`src/hdl/lpv_map.vh`:
```
`ifndef LPV_MAP_VH
`define LPV_MAP_VH
// Register offsets on the configuration port
`define LPV_OFS_LOAD_SYNC   8'h0e
`define LPV_OFS_STATUS      8'h0f
`define LPV_OFS_PAT_CFG     8'h10
`define LPV_OFS_CP_LOW      8'h11
`define LPV_OFS_CP_MID      8'h12
`define LPV_OFS_CP_HIGH     8'h13
`define LPV_OFS_THRESHOLD   8'h14
`define LPV_OFS_TEST_CTRL   8'h15
`define LPV_OFS_DP_ENABLE   8'h16
`define LPV_OFS_FLAGS       8'h17
`define LPV_OFS_CNT_BASE    8'h18
// Field positions
`define LPV_CP20_BIT        7
`define LPV_LEN_MSB         5
`define LPV_LEN_LSB         3
`define LPV_SEL_MSB         2
`define LPV_SEL_LSB         0
`define LPV_DESKEW_BIT      7
`define LPV_CNT_CLR_BIT     4
`define LPV_FLAG_CLR_BIT    3
// Pattern select codes
`define LPV_SEL_OFF         3'h0
`define LPV_SEL_PRBS        3'h1
`define LPV_SEL_CLOCK       3'h2
`define LPV_SEL_CUSTOM      3'h3
// Datapath test select codes
`define LPV_DP_DATA_ERR     3'h0
`define LPV_DP_BUF_ERR      3'h1
`define LPV_DP_BUF_UNDER    3'h3
`define LPV_DP_DESKEW       3'h4
// Sync pulse width in unit intervals, one UI per clock here
`define LPV_SYNC_UI         4'h8
// Reset values
`define LPV_RST_BYTE        8'h00
`endif

```
`src/hdl/lpv_prbs_lane.v`:
```
`timescale 1ns/1ns
`include "lpv_map.vh"
// One receive lane: settings latch, pattern reference, compare, sync pulse
module lpv_prbs_lane (
    input  wire        clk,          // Device clock
    input  wire        srst,         // Sync reset, high
    input  wire        load,         // Lane load bit
    input  wire [2:0]  cfg_sel,      // Live pattern select
    input  wire [2:0]  cfg_len,      // Live sequence length
    input  wire        cfg_cp20,     // Live custom length
    input  wire [19:0] cfg_cp,       // Live custom pattern
    input  wire [2:0]  cfg_to,       // Live timeout
    input  wire        rx_bit,       // Received serial bit
    output reg         mismatch_ff,  // Mismatch pulse
    output reg         search_ff,    // Searching for pattern
    output reg         sync_ff       // Sync pulse
);
    reg  [2:0]  sel_ff;
    reg  [2:0]  len_ff;
    reg         cp20_ff;
    reg  [19:0] cp_ff;
    reg  [2:0]  to_ff;
    reg  [30:0] lfsr_ff;
    reg  [31:0] pos_ff;
    reg  [4:0]  cpos_ff;
    reg  [3:0]  pw_ff;
    reg  [2:0]  good_ff;
    reg         ph_ff;
    reg  [4:0]  tap;
    wire [2:0]  sel  = load ? cfg_sel  : sel_ff;
    wire [2:0]  len  = load ? cfg_len  : len_ff;
    wire        cp20 = load ? cfg_cp20 : cp20_ff;
    wire [19:0] cp   = load ? cfg_cp   : cp_ff;
    wire [2:0]  tmo  = load ? cfg_to   : to_ff;
    reg  [4:0]  order;
    reg         fb;
    reg  [31:0] period;
    reg         expect_bit;
    wire [4:0]  cp_last = cp20 ? 5'h13 : 5'h0f;
    // Polynomial order from the length code
    always @* begin
        case (len)
            3'h0: order = 5'd7;
            3'h1: order = 5'd11;
            3'h2: order = 5'd23;
            3'h3: order = 5'd31;
            3'h4, 3'h5: order = 5'd15;
            default: order = 5'd20;
        endcase
        // Second feedback tap of each polynomial
        case (len)
            3'h0: tap = 5'd6;
            3'h1: tap = 5'd9;
            3'h2: tap = 5'd18;
            3'h3: tap = 5'd28;
            3'h4, 3'h5: tap = 5'd14;
            default: tap = 5'd3;
        endcase
        fb = lfsr_ff[order - 5'd1] ^ lfsr_ff[tap - 5'd1];
        period = (32'h1 << order) - 32'h1;
        case (sel)
            `LPV_SEL_PRBS:   expect_bit = fb;
            `LPV_SEL_CLOCK:  expect_bit = ph_ff;
            `LPV_SEL_CUSTOM: expect_bit = cp[cpos_ff];
            default:         expect_bit = rx_bit;
        endcase
    end
    // Settings follow while loading, held once load drops
    always @(posedge clk) begin
        if (srst) begin
            sel_ff <= 3'h0;
            len_ff <= 3'h0;
            cp20_ff <= 1'b0;
            cp_ff <= 20'h00000;
            to_ff <= 3'h0;
        end else if (load) begin
            sel_ff <= cfg_sel;
            len_ff <= cfg_len;
            cp20_ff <= cfg_cp20;
            cp_ff <= cfg_cp;
            to_ff <= cfg_to;
        end
    end
    // Reference generators and comparator; search ends after a clean run
    always @(posedge clk) begin
        if (srst || load || sel == `LPV_SEL_OFF) begin
            lfsr_ff <= 31'h7fffffff;
            pos_ff <= 32'h0;
            cpos_ff <= 5'h0;
            ph_ff <= 1'b0;
            pw_ff <= 4'h0;
            good_ff <= 3'h0;
            mismatch_ff <= 1'b0;
            search_ff <= ~srst & (sel != `LPV_SEL_OFF);
            sync_ff <= 1'b0;
        end else begin
            // While searching, seed from the line so the generator locks
            lfsr_ff <= {lfsr_ff[29:0], search_ff ? rx_bit : fb};
            pos_ff <= (pos_ff >= period - 32'h1) ? 32'h0 : pos_ff + 32'h1;
            // A miss during search slips clock and custom phase by one bit
            if (!(search_ff && expect_bit != rx_bit)) begin
                ph_ff <= ~ph_ff;
                cpos_ff <= (cpos_ff == cp_last) ? 5'h0 : cpos_ff + 5'h1;
            end
            // 8 UI wide pulse once per generator period
            if (pos_ff == 32'h0)
                pw_ff <= `LPV_SYNC_UI;
            else if (pw_ff != 4'h0)
                pw_ff <= pw_ff - 4'h1;
            sync_ff <= (pos_ff == 32'h0) | (pw_ff > 4'h1);
            mismatch_ff <= ~search_ff & (expect_bit != rx_bit);
            // Search clears after timeout+1 matching bits
            if (search_ff) begin
                if (expect_bit != rx_bit)
                    good_ff <= 3'h0;
                else if (good_ff == tmo)
                    search_ff <= 1'b0;
                else
                    good_ff <= good_ff + 3'h1;
            end
        end
    end
endmodule

```
`src/hdl/lpv_err_counter.v`:
```
`timescale 1ns/1ns
// 12-bit saturating error counter with clear
module lpv_err_counter (
    input  wire        clk,       // Device clock
    input  wire        srst,      // Sync reset, high
    input  wire        clr,       // One-cycle clear
    input  wire        inc,       // Count one error
    output reg  [11:0] count_ff   // Current count
);
    // Saturate rather than wrap so overflow is never mistaken for few errors
    always @(posedge clk) begin
        if (srst || clr)
            count_ff <= 12'h000;
        else if (inc && count_ff != 12'hfff)
            count_ff <= count_ff + 12'h001;
    end
endmodule

```
`src/hdl/lpv_verifier.v`:
```
`timescale 1ns/1ns
`include "lpv_map.vh"
// Summary of operation
// - Each lane's sync bit pulses 8 UI once per generator period.
// - While load is high, current settings drive the lane.
// - When load falls, settings are latched until next load.
// - Lane mismatch flag rises on received data differing from expected.
// - Search bit is high while lane is still acquiring the pattern.
// - Custom length bit: 0 selects 16 bits, 1 selects 20.
// - Length code picks order 7, 11, 23, 31, 15 or 20.
// - Select: off, pseudo-random, clock, custom, or timing-only.
// - Custom bits 19:16 used only in 20-bit mode.
// - Deskew-done status bit reads high after lane deskew.
// - Counters clear on rising edge of the clear bit only.
// - Writing the flag clear bit clears latched flags; self-clearing.
// - 3-bit field selects the test flag source.
// - 4-bit enable chooses which lane datapaths are verified.
// - Datapath select chooses data, buffer, underflow or deskew report.
// - One live and one latched test flag per lane.
// - 12-bit error counter per lane, read as low byte and nibble.
module lpv_verifier (
    input  wire       clk,          // Device clock, 20 MHz
    input  wire       srst,         // Sync reset, high
    input  wire       cfg_wr,       // Register write strobe
    input  wire       cfg_rd,       // Register read strobe
    input  wire [7:0] cfg_addr,     // Register offset
    input  wire [7:0] cfg_wdata,    // Write data
    output reg  [7:0] cfg_rdata_ff, // Read data
    input  wire [3:0] rx_bit,       // Received serial bit per lane
    input  wire [3:0] data_err,     // Disparity or data error per lane
    input  wire [3:0] buf_err,      // Buffer error per lane
    input  wire [3:0] buf_under,    // Buffer underflow per lane
    input  wire       deskew_in,    // Lane deskew complete
    output reg  [3:0] lane_cfg_ff,  // Loaded lanes, for datapath use
    output reg  [2:0] threshold_ff  // Retain threshold to receivers
);
    reg  [3:0]  load_ff;
    reg  [2:0]  sel_ff;
    reg  [2:0]  len_ff;
    reg         cp20_ff;
    reg  [19:0] cp_ff;
    reg  [2:0]  irq_src_ff;
    reg  [3:0]  dp_en_ff;
    reg  [2:0]  dp_sel_ff;
    reg         clr_lvl_ff;
    reg         clr_prev_ff;
    reg         flag_clr_ff;
    reg         deskew_ff;
    reg  [3:0]  live_ff;
    reg  [3:0]  latched_ff;
    reg  [7:0]  nxt_rdata;
    reg  [3:0]  event_vec;
    wire [3:0]  mismatch;
    wire [3:0]  search;
    wire [3:0]  sync;
    wire [11:0] cnt [0:3];
    wire        cnt_clr = clr_lvl_ff & ~clr_prev_ff;
    wire [3:0]  nxt_live;
    genvar g;

    // Per-lane verifier and error counter
    generate
        for (g = 0; g < 4; g = g + 1) begin : lane
            lpv_prbs_lane u_lane (
                .clk         (clk),
                .srst        (srst),
                .load        (load_ff[g]),
                .cfg_sel     (sel_ff),
                .cfg_len     (len_ff),
                .cfg_cp20    (cp20_ff),
                .cfg_cp      (cp_ff),
                .cfg_to      (threshold_ff),
                .rx_bit      (rx_bit[g]),
                .mismatch_ff (mismatch[g]),
                .search_ff   (search[g]),
                .sync_ff     (sync[g])
            );
            lpv_err_counter u_cnt (
                .clk      (clk),
                .srst     (srst),
                .clr      (cnt_clr),
                .inc      (nxt_live[g]),
                .count_ff (cnt[g])
            );
        end
    endgenerate

    // Datapath event chosen by test select, gated per lane
    always @* begin
        case (dp_sel_ff)
            `LPV_DP_DATA_ERR:  event_vec = data_err;
            `LPV_DP_BUF_ERR:   event_vec = buf_err;
            `LPV_DP_BUF_UNDER: event_vec = buf_under;
            `LPV_DP_DESKEW:    event_vec = {4{deskew_ff}};
            default:           event_vec = 4'h0;
        endcase
    end
    // Source 0 is the datapath, 1 lane mismatch, 2 lane search; sources 3 to 7 give no events
    assign nxt_live = (irq_src_ff == 3'h0) ? (event_vec & dp_en_ff) :
                      (irq_src_ff == 3'h1) ? mismatch :
                      (irq_src_ff == 3'h2) ? search : 4'h0;

    // Register writes; the flag clear bit is a one-shot strobe, the counter clear bit is held as a level
    always @(posedge clk) begin
        if (srst) begin
            load_ff <= 4'h0;
            sel_ff <= 3'h0;
            len_ff <= 3'h0;
            cp20_ff <= 1'b0;
            cp_ff <= 20'h00000;
            threshold_ff <= 3'h0;
            irq_src_ff <= 3'h0;
            dp_en_ff <= 4'h0;
            dp_sel_ff <= 3'h0;
            clr_lvl_ff <= 1'b0;
            flag_clr_ff <= 1'b0;
        end else begin
            flag_clr_ff <= 1'b0;
            if (cfg_wr) begin
                case (cfg_addr)
                    `LPV_OFS_LOAD_SYNC: load_ff <= cfg_wdata[3:0];
                    `LPV_OFS_PAT_CFG: begin
                        cp20_ff <= cfg_wdata[`LPV_CP20_BIT];
                        len_ff <= cfg_wdata[`LPV_LEN_MSB:`LPV_LEN_LSB];
                        sel_ff <= cfg_wdata[`LPV_SEL_MSB:`LPV_SEL_LSB];
                    end
                    `LPV_OFS_CP_LOW:  cp_ff[7:0] <= cfg_wdata;
                    `LPV_OFS_CP_MID:  cp_ff[15:8] <= cfg_wdata;
                    `LPV_OFS_CP_HIGH: cp_ff[19:16] <= cfg_wdata[3:0];
                    `LPV_OFS_THRESHOLD: threshold_ff <= cfg_wdata[2:0];
                    `LPV_OFS_TEST_CTRL: begin
                        clr_lvl_ff <= cfg_wdata[`LPV_CNT_CLR_BIT];
                        flag_clr_ff <= cfg_wdata[`LPV_FLAG_CLR_BIT];
                        irq_src_ff <= cfg_wdata[2:0];
                    end
                    `LPV_OFS_DP_ENABLE: begin
                        dp_en_ff <= cfg_wdata[7:4];
                        dp_sel_ff <= cfg_wdata[2:0];
                    end
                    default: ;
                endcase
            end
        end
    end

    // Edge detect on clear level, deskew capture, flags
    always @(posedge clk) begin
        if (srst) begin
            clr_prev_ff <= 1'b0;
            deskew_ff <= 1'b0;
            live_ff <= 4'h0;
            latched_ff <= 4'h0;
            lane_cfg_ff <= 4'h0;
        end else begin
            clr_prev_ff <= clr_lvl_ff;
            deskew_ff <= deskew_in;
            live_ff <= nxt_live;
            lane_cfg_ff <= load_ff;
            // A new event in the clear cycle wins over the clear
            latched_ff <= (flag_clr_ff ? 4'h0 : latched_ff) | live_ff;
        end
    end

    // Read mux, status reflects live block state
    always @* begin
        nxt_rdata = 8'h00;
        case (cfg_addr)
            `LPV_OFS_LOAD_SYNC: nxt_rdata = {sync, load_ff};
            `LPV_OFS_STATUS:    nxt_rdata = {mismatch, search};
            `LPV_OFS_PAT_CFG:   nxt_rdata = {cp20_ff, 1'b0, len_ff, sel_ff};
            `LPV_OFS_CP_LOW:    nxt_rdata = cp_ff[7:0];
            `LPV_OFS_CP_MID:    nxt_rdata = cp_ff[15:8];
            `LPV_OFS_CP_HIGH:   nxt_rdata = {4'h0, cp_ff[19:16]};
            `LPV_OFS_THRESHOLD: nxt_rdata = {5'h00, threshold_ff};
            `LPV_OFS_TEST_CTRL:
                nxt_rdata = {deskew_ff, 2'b00, clr_lvl_ff, 1'b0, irq_src_ff};
            `LPV_OFS_DP_ENABLE: nxt_rdata = {dp_en_ff, 1'b0, dp_sel_ff};
            `LPV_OFS_FLAGS:     nxt_rdata = {latched_ff, live_ff};
            8'h18: nxt_rdata = cnt[0][7:0];
            8'h19: nxt_rdata = {4'h0, cnt[0][11:8]};
            8'h1a: nxt_rdata = cnt[1][7:0];
            8'h1b: nxt_rdata = {4'h0, cnt[1][11:8]};
            8'h1c: nxt_rdata = cnt[2][7:0];
            8'h1d: nxt_rdata = {4'h0, cnt[2][11:8]};
            8'h1e: nxt_rdata = cnt[3][7:0];
            8'h1f: nxt_rdata = {4'h0, cnt[3][11:8]};
            default: nxt_rdata = `LPV_RST_BYTE;
        endcase
    end

    // Registered read data
    always @(posedge clk) begin
        if (srst)
            cfg_rdata_ff <= `LPV_RST_BYTE;
        else if (cfg_rd)
            cfg_rdata_ff <= nxt_rdata;
    end
endmodule

```
`config.mk`:
```
export PLATFORM = sky130hd
export DESIGN_NAME = lpv_verifier
export DESIGN_NICKNAME = d
export VERILOG_FILES = /design/src/hdl/lpv_prbs_lane.v /design/src/hdl/lpv_err_counter.v /design/src/hdl/lpv_verifier.v
export VERILOG_INCLUDE_DIRS = /design/src /design/src/hdl
export SDC_FILE = /design/constraint.sdc
export NUM_CORES = 1
export LEC_CHECK = 0
export BUFFER_PORTS_ARGS = -buffer_cell sky130_fd_sc_hd__buf_2
export CORE_MARGIN = 2
export CORE_UTILIZATION = 50
export DETAILED_ROUTE_END_ITERATION = 7
export PLACE_DENSITY = 0.7
export SLEW_MARGIN = 25
export SYNTH_ARGS = -nofsm -noshare
export SYNTH_HDL_FRONTEND = slang
export SYNTH_SLANG_ARGS = --single-unit
```
`constraint.sdc`:
```
create_clock -name clk -period 13.75 [get_ports clk]
set_input_delay 1.375 -clock clk [delete_from_list [all_inputs] [get_ports clk]]
set_output_delay 1.375 -clock clk [all_outputs]
set_load 0.02 [all_outputs]
```
==> results list, run 1 <==
- The largest single stage delay on the critical path is 0.62 ns.
- For the pin with the worst max-slew slack, the measured transition is 1.009 ns.
- In this run, synthesis inferred 0 flip-flops with an integrated enable.
- After clock tree synthesis, the flow added hold-fix buffers numbering 0.
* Routed WL: 71.65 mm
* Synthesis warning total: 0
- After synthesis the cells add up to 0.02852 mm².
- The initial antenna violation count came to 0.
- Area of the multi-input gates: 0.01659 mm²
- Setup violation total in the final timing report: 0
- Hold slack: 0.4060 ns
- TritonCTS built the clock tree.
* Max Clock Skew: 0.03575 ns
- Most instantiated cells after synthesis: 552 x dfxtp_1, 457 x nor2_1, 229 x nand2_1, 179 x mux2i_1, 152 x ha_1
* Synthesis-stage register bit count: 552
- For this design the total switching power over the nets is 0.0007168 W.
* Number of primary I/O pins: 52
- All-Layer GR Usage: 0.2394
* Total placed cells including tap cells: 3,840
- Number of remaining DRC errors: 0
- Counting instances, the worst hold path has a depth of 1.
- Full die area: 0.05897 mm²
- The number of antenna diodes in the final layout is 0.
- Later-pin clock latency in the skew report: 0.65 ns
- STA classifies the critical path endpoint as a flip-flop.
- The floorplan has 87 rows.
- Using the TritonRoute via totals, the vias-per-cell ratio works out to 5.843.
- Post-route fraction of the period consumed by the critical path: 0.4274
* Status: finished clean
- The first global-routing pass estimated 117.3 mm of wire.
- Measured in cells, the most critical reg-to-reg path has a length of 16.
- Post-CTS timing repair inserted 0 buffers for setup.
- At the placement stage, the worst setup path has a slack of 7.875 ns.
* Wire length per cell: 18.14 µm
- Across the run, the number of max-cap violations was 0.
- The min-delay analysis places its worst path in the category flip-flop to flip-flop.
* Multiplexer fraction of the synthesized cell area: 0.1209
* Via count of the first global-routing pass: 22,450
- FFs w/ async S/R, synth: 0
* CP delay by family, top: compound AO/OA/AOI/OAI gates
- Max-Slew Margin vs Limit: 0.3078
* Setup slack of the most critical reg-to-reg path: 7.87 ns
- Count of buffers inserted at the top-level ports: 51
- Power spread over the standard cell area amounts to 108.4 mW/mm².
- Top post-synthesis cells by area: dfxtp_1 39%, ha_1 6.7%, mux2i_1 6.3%, nor2_1 6.0%, mux4_2 4.3%
* Sequential share of the synthesized area: 0.3874
- Highest clock rate: 170.2 MHz
* Overall power: 0.003417 W
* Prevailing post-synth register cell: dfxtp_1
- Sequential fraction of design power: 0.468
- Post-CTS repair changed the size of 0 cells.
* Post-Synthesis Mean Instance Area: 9.006 µm²
* Startpoint kind of the worst setup timing path: flip-flop
- Proportion of power drawn by the clock network: 0.519
* Leakage: 11.94 nW
- For hold timing, the worst endpoint is lane[0].u_lane.lfsr_ff[27].
- WP data arrival: 6.44 ns
* Post-detail-place hpwl: 50.24 mm
- For the final routed database, the setup TNS stands at 0 ns.
- Clock input transition at the sequential cells of the worst setup and hold paths: 0.07 ns
- Die extent in x: 242.8 µm
- Excluding fillers, the count of instances in the completed layout stands at 3,950.
- For this design, the sink count on the clock tree is 552.
* CP max stage cell: a2111oi_0
* Num CTS Buffers: 59
- In this run the critical register-to-register path is captured at lane[2].u_lane.cpos_ff[3].
- Final Critical Period: 5.876 ns
- Leading cell type by number of instances after synthesis: dfxtp_1
- The sequential cells in the finished layout cover a total of 0.01106 mm².
* CP bufs+invs: 3
* Area growth syn-to-layout: 10.52%
- The congestion estimate from routability-driven global placement came to 0.9040.
* Fraction of power spent switching nets: 0.2097
* Critical path, cell by cell: buf_4 -> mux2_2 -> inv_1 -> nor2_1 -> nor2_2 -> ha_1 -> inv_1 -> a2111oi_0 -> o221ai_1 -> a311o_1 -> a32o_1 -> a221oi_1 -> nor2_1 -> nand2_2 -> a41oi_1 -> a311oi_1
- After filler insertion, the fill cell instance count of the layout stands at 5,007.
- Clock tree synthesis selected as its root buffer the cell clkbuf_16.
- Cell-internal power: 0.002701 W
* Share of Yosys cell area claimed by the top area cell type: 0.3874
- Vias: 23,080
- In the final layout, the share of cells above drive strength 1 is 0.1052.
- The hold violation total from the final report was 0.
- Counting along the longest clock path gives a buffer depth of 3.
* Largest family of logic cells by synthesized area: simple AND/OR/NAND/NOR gates
- Synthesized-area fraction occupied by ao, oa, aoi and oai cells: 0.1100
* TritonRoute pass-1 iters: 5
- Remaining number of nets flagged by the antenna check after routing: 0
* Height of the chip: 242.8 µm
* Level count of the clock H-tree: 2
- In this run, distinct cell masters in the synthesized netlist total 93.
- Kind of critical path: flip-flop to flip-flop
- The startpoint identified for the worst register-to-register timing path is load_ff[2].
- Worst-case vdd ir drop: 0.00009480 V
- Cells after Synth: 3,167
- For the worst setup path, the data required time is 14.31 ns.
* Worst Slack Setup Final: 7.874 ns
- Startpoint of the worst hold path: lane[0].u_lane.lfsr_ff[26]
- The detailed router finished its first iteration with 1,789 violations.
* Initial Util: 0.5058
- Entering global routing, the biggest net connects 77 pins.
* Final-stage net count: 3,334
* Crit Path Max Fanout: 51
- Setup repair after global routing missed its margin: no
* Comb power frac: 0.013
- Of the total synthesized cell area, the portion taken by AND, OR, NAND and NOR gates is 0.2208.
* Xor and xnor area share after synthesis: 0.06106
* Cell type with the highest aggregate area in the netlist: dfxtp_1
- Of the total synthesized cell area, the portion taken by full adders, half adders and majority gates is 0.06668.
* Global route total overflow: 0
* CORE AREA: 0.05639 mm²
- The max-slew violation count came to 0.
[cell type report]
type / instances / area share
tap: 756 / 0.03001
multi-input combinational: 2381 / 0.5263
inverter: 76 / 0.009089
clock inverter: 34 / 0.01655
sequential: 552 / 0.3507
clock buffer: 76 / 0.05330
timing repair buffer: 75 / 0.01401
[flip-flops by register name, indices dropped and copies added, names as in the netlist, 8 cells and up]
signal / flops
lane.u_lane.pw_ff: 16
lane.u_lane.good_ff: 12
lane.u_lane.cpos_ff: 20
lane.u_lane.pos_ff: 128
lane.u_lane.to_ff: 12
cp_ff: 20
lane.u_lane.len_ff: 12
lane.u_cnt.count_ff: 48
cfg_rdata_ff: 8
lane.u_lane.cp_ff: 80
lane.u_lane.sel_ff: 12
lane.u_lane.lfsr_ff: 124
[worst max-delay path by stage]
| stage | start | depth (start not counted) | to |
|---|---|---|---|
| 2_1_floorplan | len_ff[2] | 19 | lane[0].u_lane.good_ff[1] |
| 3_3_place_gp | len_ff[1] | 17 | lane[0].u_lane.good_ff[1] |
| 3_5_place_dp | len_ff[1] | 17 | lane[0].u_lane.good_ff[1] |
| 4_1_cts | len_ff[1] | 17 | lane[0].u_lane.good_ff[1] |
| 5_1_grt | load_ff[2] | 16 | lane[2].u_lane.cpos_ff[3] |
| 6_report | load_ff[2] | 16 | lane[2].u_lane.cpos_ff[3] |
[metal layers]
metal | up-vias | global-route usage | wire [µm]
met5 | - | 0 | 0
met1 | 11110 | 0.3217 | 31820
met2 | 672 | 0.3938 | 33230
met3 | 159 | 0.04102 | 4473
met4 | 0 | 0.07254 | 2121
li1 | 11130 | - | -
[per-stage QoR]
| stage | cell area (µm²) | utilization |
|---|---|---|
| after floorplan | 28550 | - |
| after global placement | 29310 | 0.5197 |
| after detailed placement | 29310 | 0.5198 |
| after CTS | 31510 | 0.5589 |
| after global routing | 31520 | 0.5591 |
| final | 31520 | 0.5591 |
[power groups by stage]
stage	Combinational, W	Sequential (W)	Clock [W]
6_report	0.0000430	0.00160	0.00177
5_1_grt	0.0000460	0.00160	0.00188
4_1_cts	0.0000403	0.00160	0.00181
3_5_place_dp	0.0000402	0.00164	0
3_3_place_gp	0.0000393	0.00164	0
2_1_floorplan	0.0000265	0.00164	0
[kinds of logic (layout without fill, tap and decap cells)]
family	Yosys count	after routing
multiplexers	267	267
AND/OR/NAND/NOR	1300	1300
adder cells (fa/ha/maj)	152	152
XOR/XNOR	198	198
AO/OA/AOI/OAI	456	456
buffers and inverters	241	261
flip-flops	552	552
other	1	8
[cell usage in the layout, fill, tap and decap left out, drive strengths merged, types with 8 or more instances in the layout]
| cell type | instances |
|---|---|
| or2 | 35 |
| xor2 | 106 |
| o211ai | 14 |
| mux2i | 181 |
| a211o | 8 |
| a311oi | 10 |
| a31oi | 22 |
| nand4 | 58 |
| o22ai | 8 |
| a21oi | 114 |
| a211oi | 21 |
| o31ai | 10 |
| buf | 75 |
| dfxtp | 552 |
| a22oi | 31 |
| nand3 | 104 |
| and3 | 44 |
| mux4 | 57 |
| or3 | 30 |
| nand3b | 8 |
| xnor2 | 92 |
| a221oi | 12 |
| mux2 | 29 |
| inv | 77 |
| nand2b | 113 |
| clkinv | 17 |
| a21o | 56 |
| clkbuf | 76 |
| nand2 | 230 |
| nor2b | 30 |
| nor3b | 9 |
| and2 | 44 |
| nor4 | 39 |
| conb | 8 |
| nor2 | 461 |
| o21ai | 68 |
| nor3 | 68 |
| bufinv | 12 |
| ha | 152 |
No activity file was read; power rests on OpenSTA's default activity.
==> inputs of run 2 (changes only) <==
==> constraint.sdc (replaced) <==
create_clock -name clk -period 5.7 [get_ports clk]
set_input_delay 0.57 -clock clk [delete_from_list [all_inputs] [get_ports clk]]
set_output_delay 0.57 -clock clk [all_outputs]
set_load 0.02 [all_outputs]
==> run 2 against run 1 <==
  * Via count is 0.24% lower
  * Die area stayed put
  * Clock skew up 0.019 ns
  * Flip-flop and latch count did not move
  * Largest power group unchanged
  * Total power increased by 140%
==> results list, run 2 (same netlist as run 1, synthesis figures left out) <==
* Status: finished clean
- Die extent in x: 242.8 µm
- Signal routing reaches up to met5.
* Wire length of the first global-routing pass: 114.8 mm
- Number of endpoints with negative hold slack in the final report: 0
- The via count of the first global-routing pass was 22,530.
* Filler cells: 5,110
- WP data arrival: 5.64 ns
- The tightest min-delay check is of the input port to flip-flop type.
- The max-slew violation count was 0.
- Number of remaining DRC errors: 0
- Crit Path Max Fanout: 24
- No sink is reached through more buffers than the 3 on the longest clock path.
- Transition time at the pin with the least slew margin: 0.9760 ns
* Level count of the clock H-tree: 2
- Max Clock Skew: 0.05460 ns
- Routed WL: 70.16 mm
- The count of buffers added on input and output ports is 51.
- Startpoint kind of the worst setup timing path: flip-flop
- Setup violation total in the final timing report: 0
* Post-detail-place hpwl: 49.34 mm
- Area growth syn-to-layout: 10.55%
* Largest net degree at the start of global routing: 74
- Startpoint of the worst hold path: deskew_in
- Total of cells resized after clock tree synthesis: 0
* Commonest non-fill, non-tap cells in the layout: 548 x dfxtp_1, 457 x nor2_1, 229 x nand2_1
* Height of the chip: 242.8 µm
* Final std cells w/o fill: 3,949
* Largest regs: lane.u_lane.pos_ff: 128 flops, lane.u_lane.lfsr_ff: 124 flops, lane.u_lane.cp_ff: 80 flops
* Full die area: 0.05897 mm²
- The cell sitting at the root of the clock tree is a clkbuf_16.
- The worst setup path is captured at a flip-flop.
- The register with the most flip-flops in the layout has 128 of them.
- Clock sink total: 552
- Leakage: 11.97 nW
- Clock tree from TritonCTS: yes
* Vias: 23,020
* Highest clock rate: 197.2 MHz
- Biggest register: lane.u_lane.pos_ff
* Worst min-delay path endpoint: deskew_ff
* Routed wl met3: 3.871 mm
- Of the available clock period, the critical path in the final layout requires 0.8897.
* Post-CTS Hold Buffers: 0
* Antenna violations before repair: 1
* Wire length per cell: 17.77 µm
* Num CTS Buffers: 58
- Diodes inserted: 0
- Subtracting the final worst setup slack from the clock period gives 5.071 ns.
- Share of cells above drive strength 1: 0.1040
- Number of setup buffers added after CTS: 0
- Remaining number of nets flagged by the antenna check after routing: 0
- Setup repair after global routing left no endpoint under its margin.
- Number of primary I/O pins: 52
- Total placed cells including tap cells: 3,850
- R2R Path Start: len_ff[1]
- IR analysis of the VDD net gives a maximum drop of 0.0002758 V.
- Counting cells, the worst reg-to-reg path comes to 16.
- Final setup TNS: 0 ns
* CORE AREA: 0.05639 mm²
* Count of cells along the worst hold path: 2
* Endpoint of the worst-slack reg-to-reg timing path: lane[3].u_lane.cpos_ff[2]
- Max-cap violations in this run came to 0.
- Detailed-routing wirelength on met1: 31.76 mm
* Kind of critical path: flip-flop to flip-flop
* Initial Util: 0.5058
* Setup slack of the most critical reg-to-reg path: 0.63 ns
* Met2 layer wire length in the routed design: 32.49 mm
- After clock tree synthesis, the clock-pin slew on the worst setup and hold paths is 0.06 ns.
- Leaving out fill and tap cells, the most frequent cell in the layout is dfxtp_1.
- Cell Pwr Density: 260.1 mW/mm²
* TritonRoute pass-1 iters: 6
* Final-stage net count: 3,344
* Later-pin clock latency in the skew report: 0.65 ns
- After floorplanning, the core was divided into 87 placement rows.
* Vias per cell: 5.830
- Routability congestion estimate from global placement: 0.9236
- In the global route stage, overall resource usage came out at 0.2338.
* Max-Slew Margin vs Limit: 0.3470
- Global route total overflow: 0
* Number of DRC violations after detailed-routing iteration 0: 1,851
- Data required time at the worst endpoint: 6.27 ns
-- run 2: cell types whose count changed in the layout (fill, tap and decap cells not counted), moves of 2 or more --
cell,delta
buf_4,+11
bufinv_16,+2
clkbuf_8,-5
clkinv_4,-4
clkinvlp_4,-2
inv_6,-3
-- run 2: worst max path at each step --
| stage | depth (start not counted) | endpoint | start |
|---|---|---|---|
| final | 16 | lane[3].u_lane.cpos_ff[2] | len_ff[1] |
| after global routing | 16 | lane[3].u_lane.cpos_ff[4] | len_ff[1] |
| after CTS | 16 | lane[3].u_lane.cpos_ff[4] | len_ff[1] |
| after detailed placement | 14 | lane[2].u_lane.cpos_ff[3] | len_ff[1] |
| after global placement | 16 | lane[3].u_lane.cpos_ff[4] | len_ff[1] |
| after floorplan | 19 | lane[0].u_lane.good_ff[1] | len_ff[2] |
-- run 2: power by group --
part / total [W] / leakage (nW) / switching (W) / internal [W]
logic: 0.000104 / 6.47 / 0.0000773 / 0.0000268
registers: 0.00386 / 4.45 / 0.00000187 / 0.00386
clock network: 0.00424 / 1.05 / 0.00161 / 0.00263
-- run 2: worst max-delay path, cell delays in order (launching register included) --
cell,delay (ns)
dfxtp_1,0.76
mux2_2,0.40
inv_1,0.06
buf_4,0.20
nand3_1,0.12
nand2_1,0.10
inv_1,0.15
ha_1,0.70
xor2_1,0.30
mux4_2,0.33
o221a_2,0.29
a211o_1,0.32
a41oi_1,0.35
nor3_1,0.08
buf_4,0.19
or4_1,0.47
a21oi_1,0.14
-- run 2: layer usage --
| metal | vias to the layer above | global-route usage |
|---|---|---|
| met2 | 631 | 0.3837 |
| met4 | 2 | 0.08354 |
| met1 | 11080 | 0.3151 |
| met5 | - | 0 |
| met3 | 152 | 0.03195 |
| li1 | 11160 | - |
-- run 2: cell type report --
class	count	area (µm²)	share of cell area
clock buffer	71	1612	0.05111
clock inverter	27	530.5	0.01682
inverter	76	286.5	0.009087
multi-input combinational	2381	16580	0.5257
sequential	552	11060	0.3506
tap	756	945.9	0.03000
timing repair buffer	86	524.3	0.01663
-- run 2: through the flow --
stage | setup slack [ns] | utilization | total power [W] | hold WS (ns) | cell area (µm²)
6_report | 0.6285 | 0.5592 | 0.008201 | 0.1473 | 31530
4_1_cts | 0.7448 | 0.5591 | 0.008278 | 0.1142 | 31520
5_1_grt | 0.2598 | 0.5592 | 0.008422 | 0.1706 | 31530
3_3_place_gp | 0.9081 | 0.5211 | 0.004042 | 0.3942 | 29380
3_5_place_dp | 0.7726 | 0.5211 | 0.004044 | 0.3947 | 29380
2_1_floorplan | 1.304 | - | 0.004008 | 0.3863 | 28550
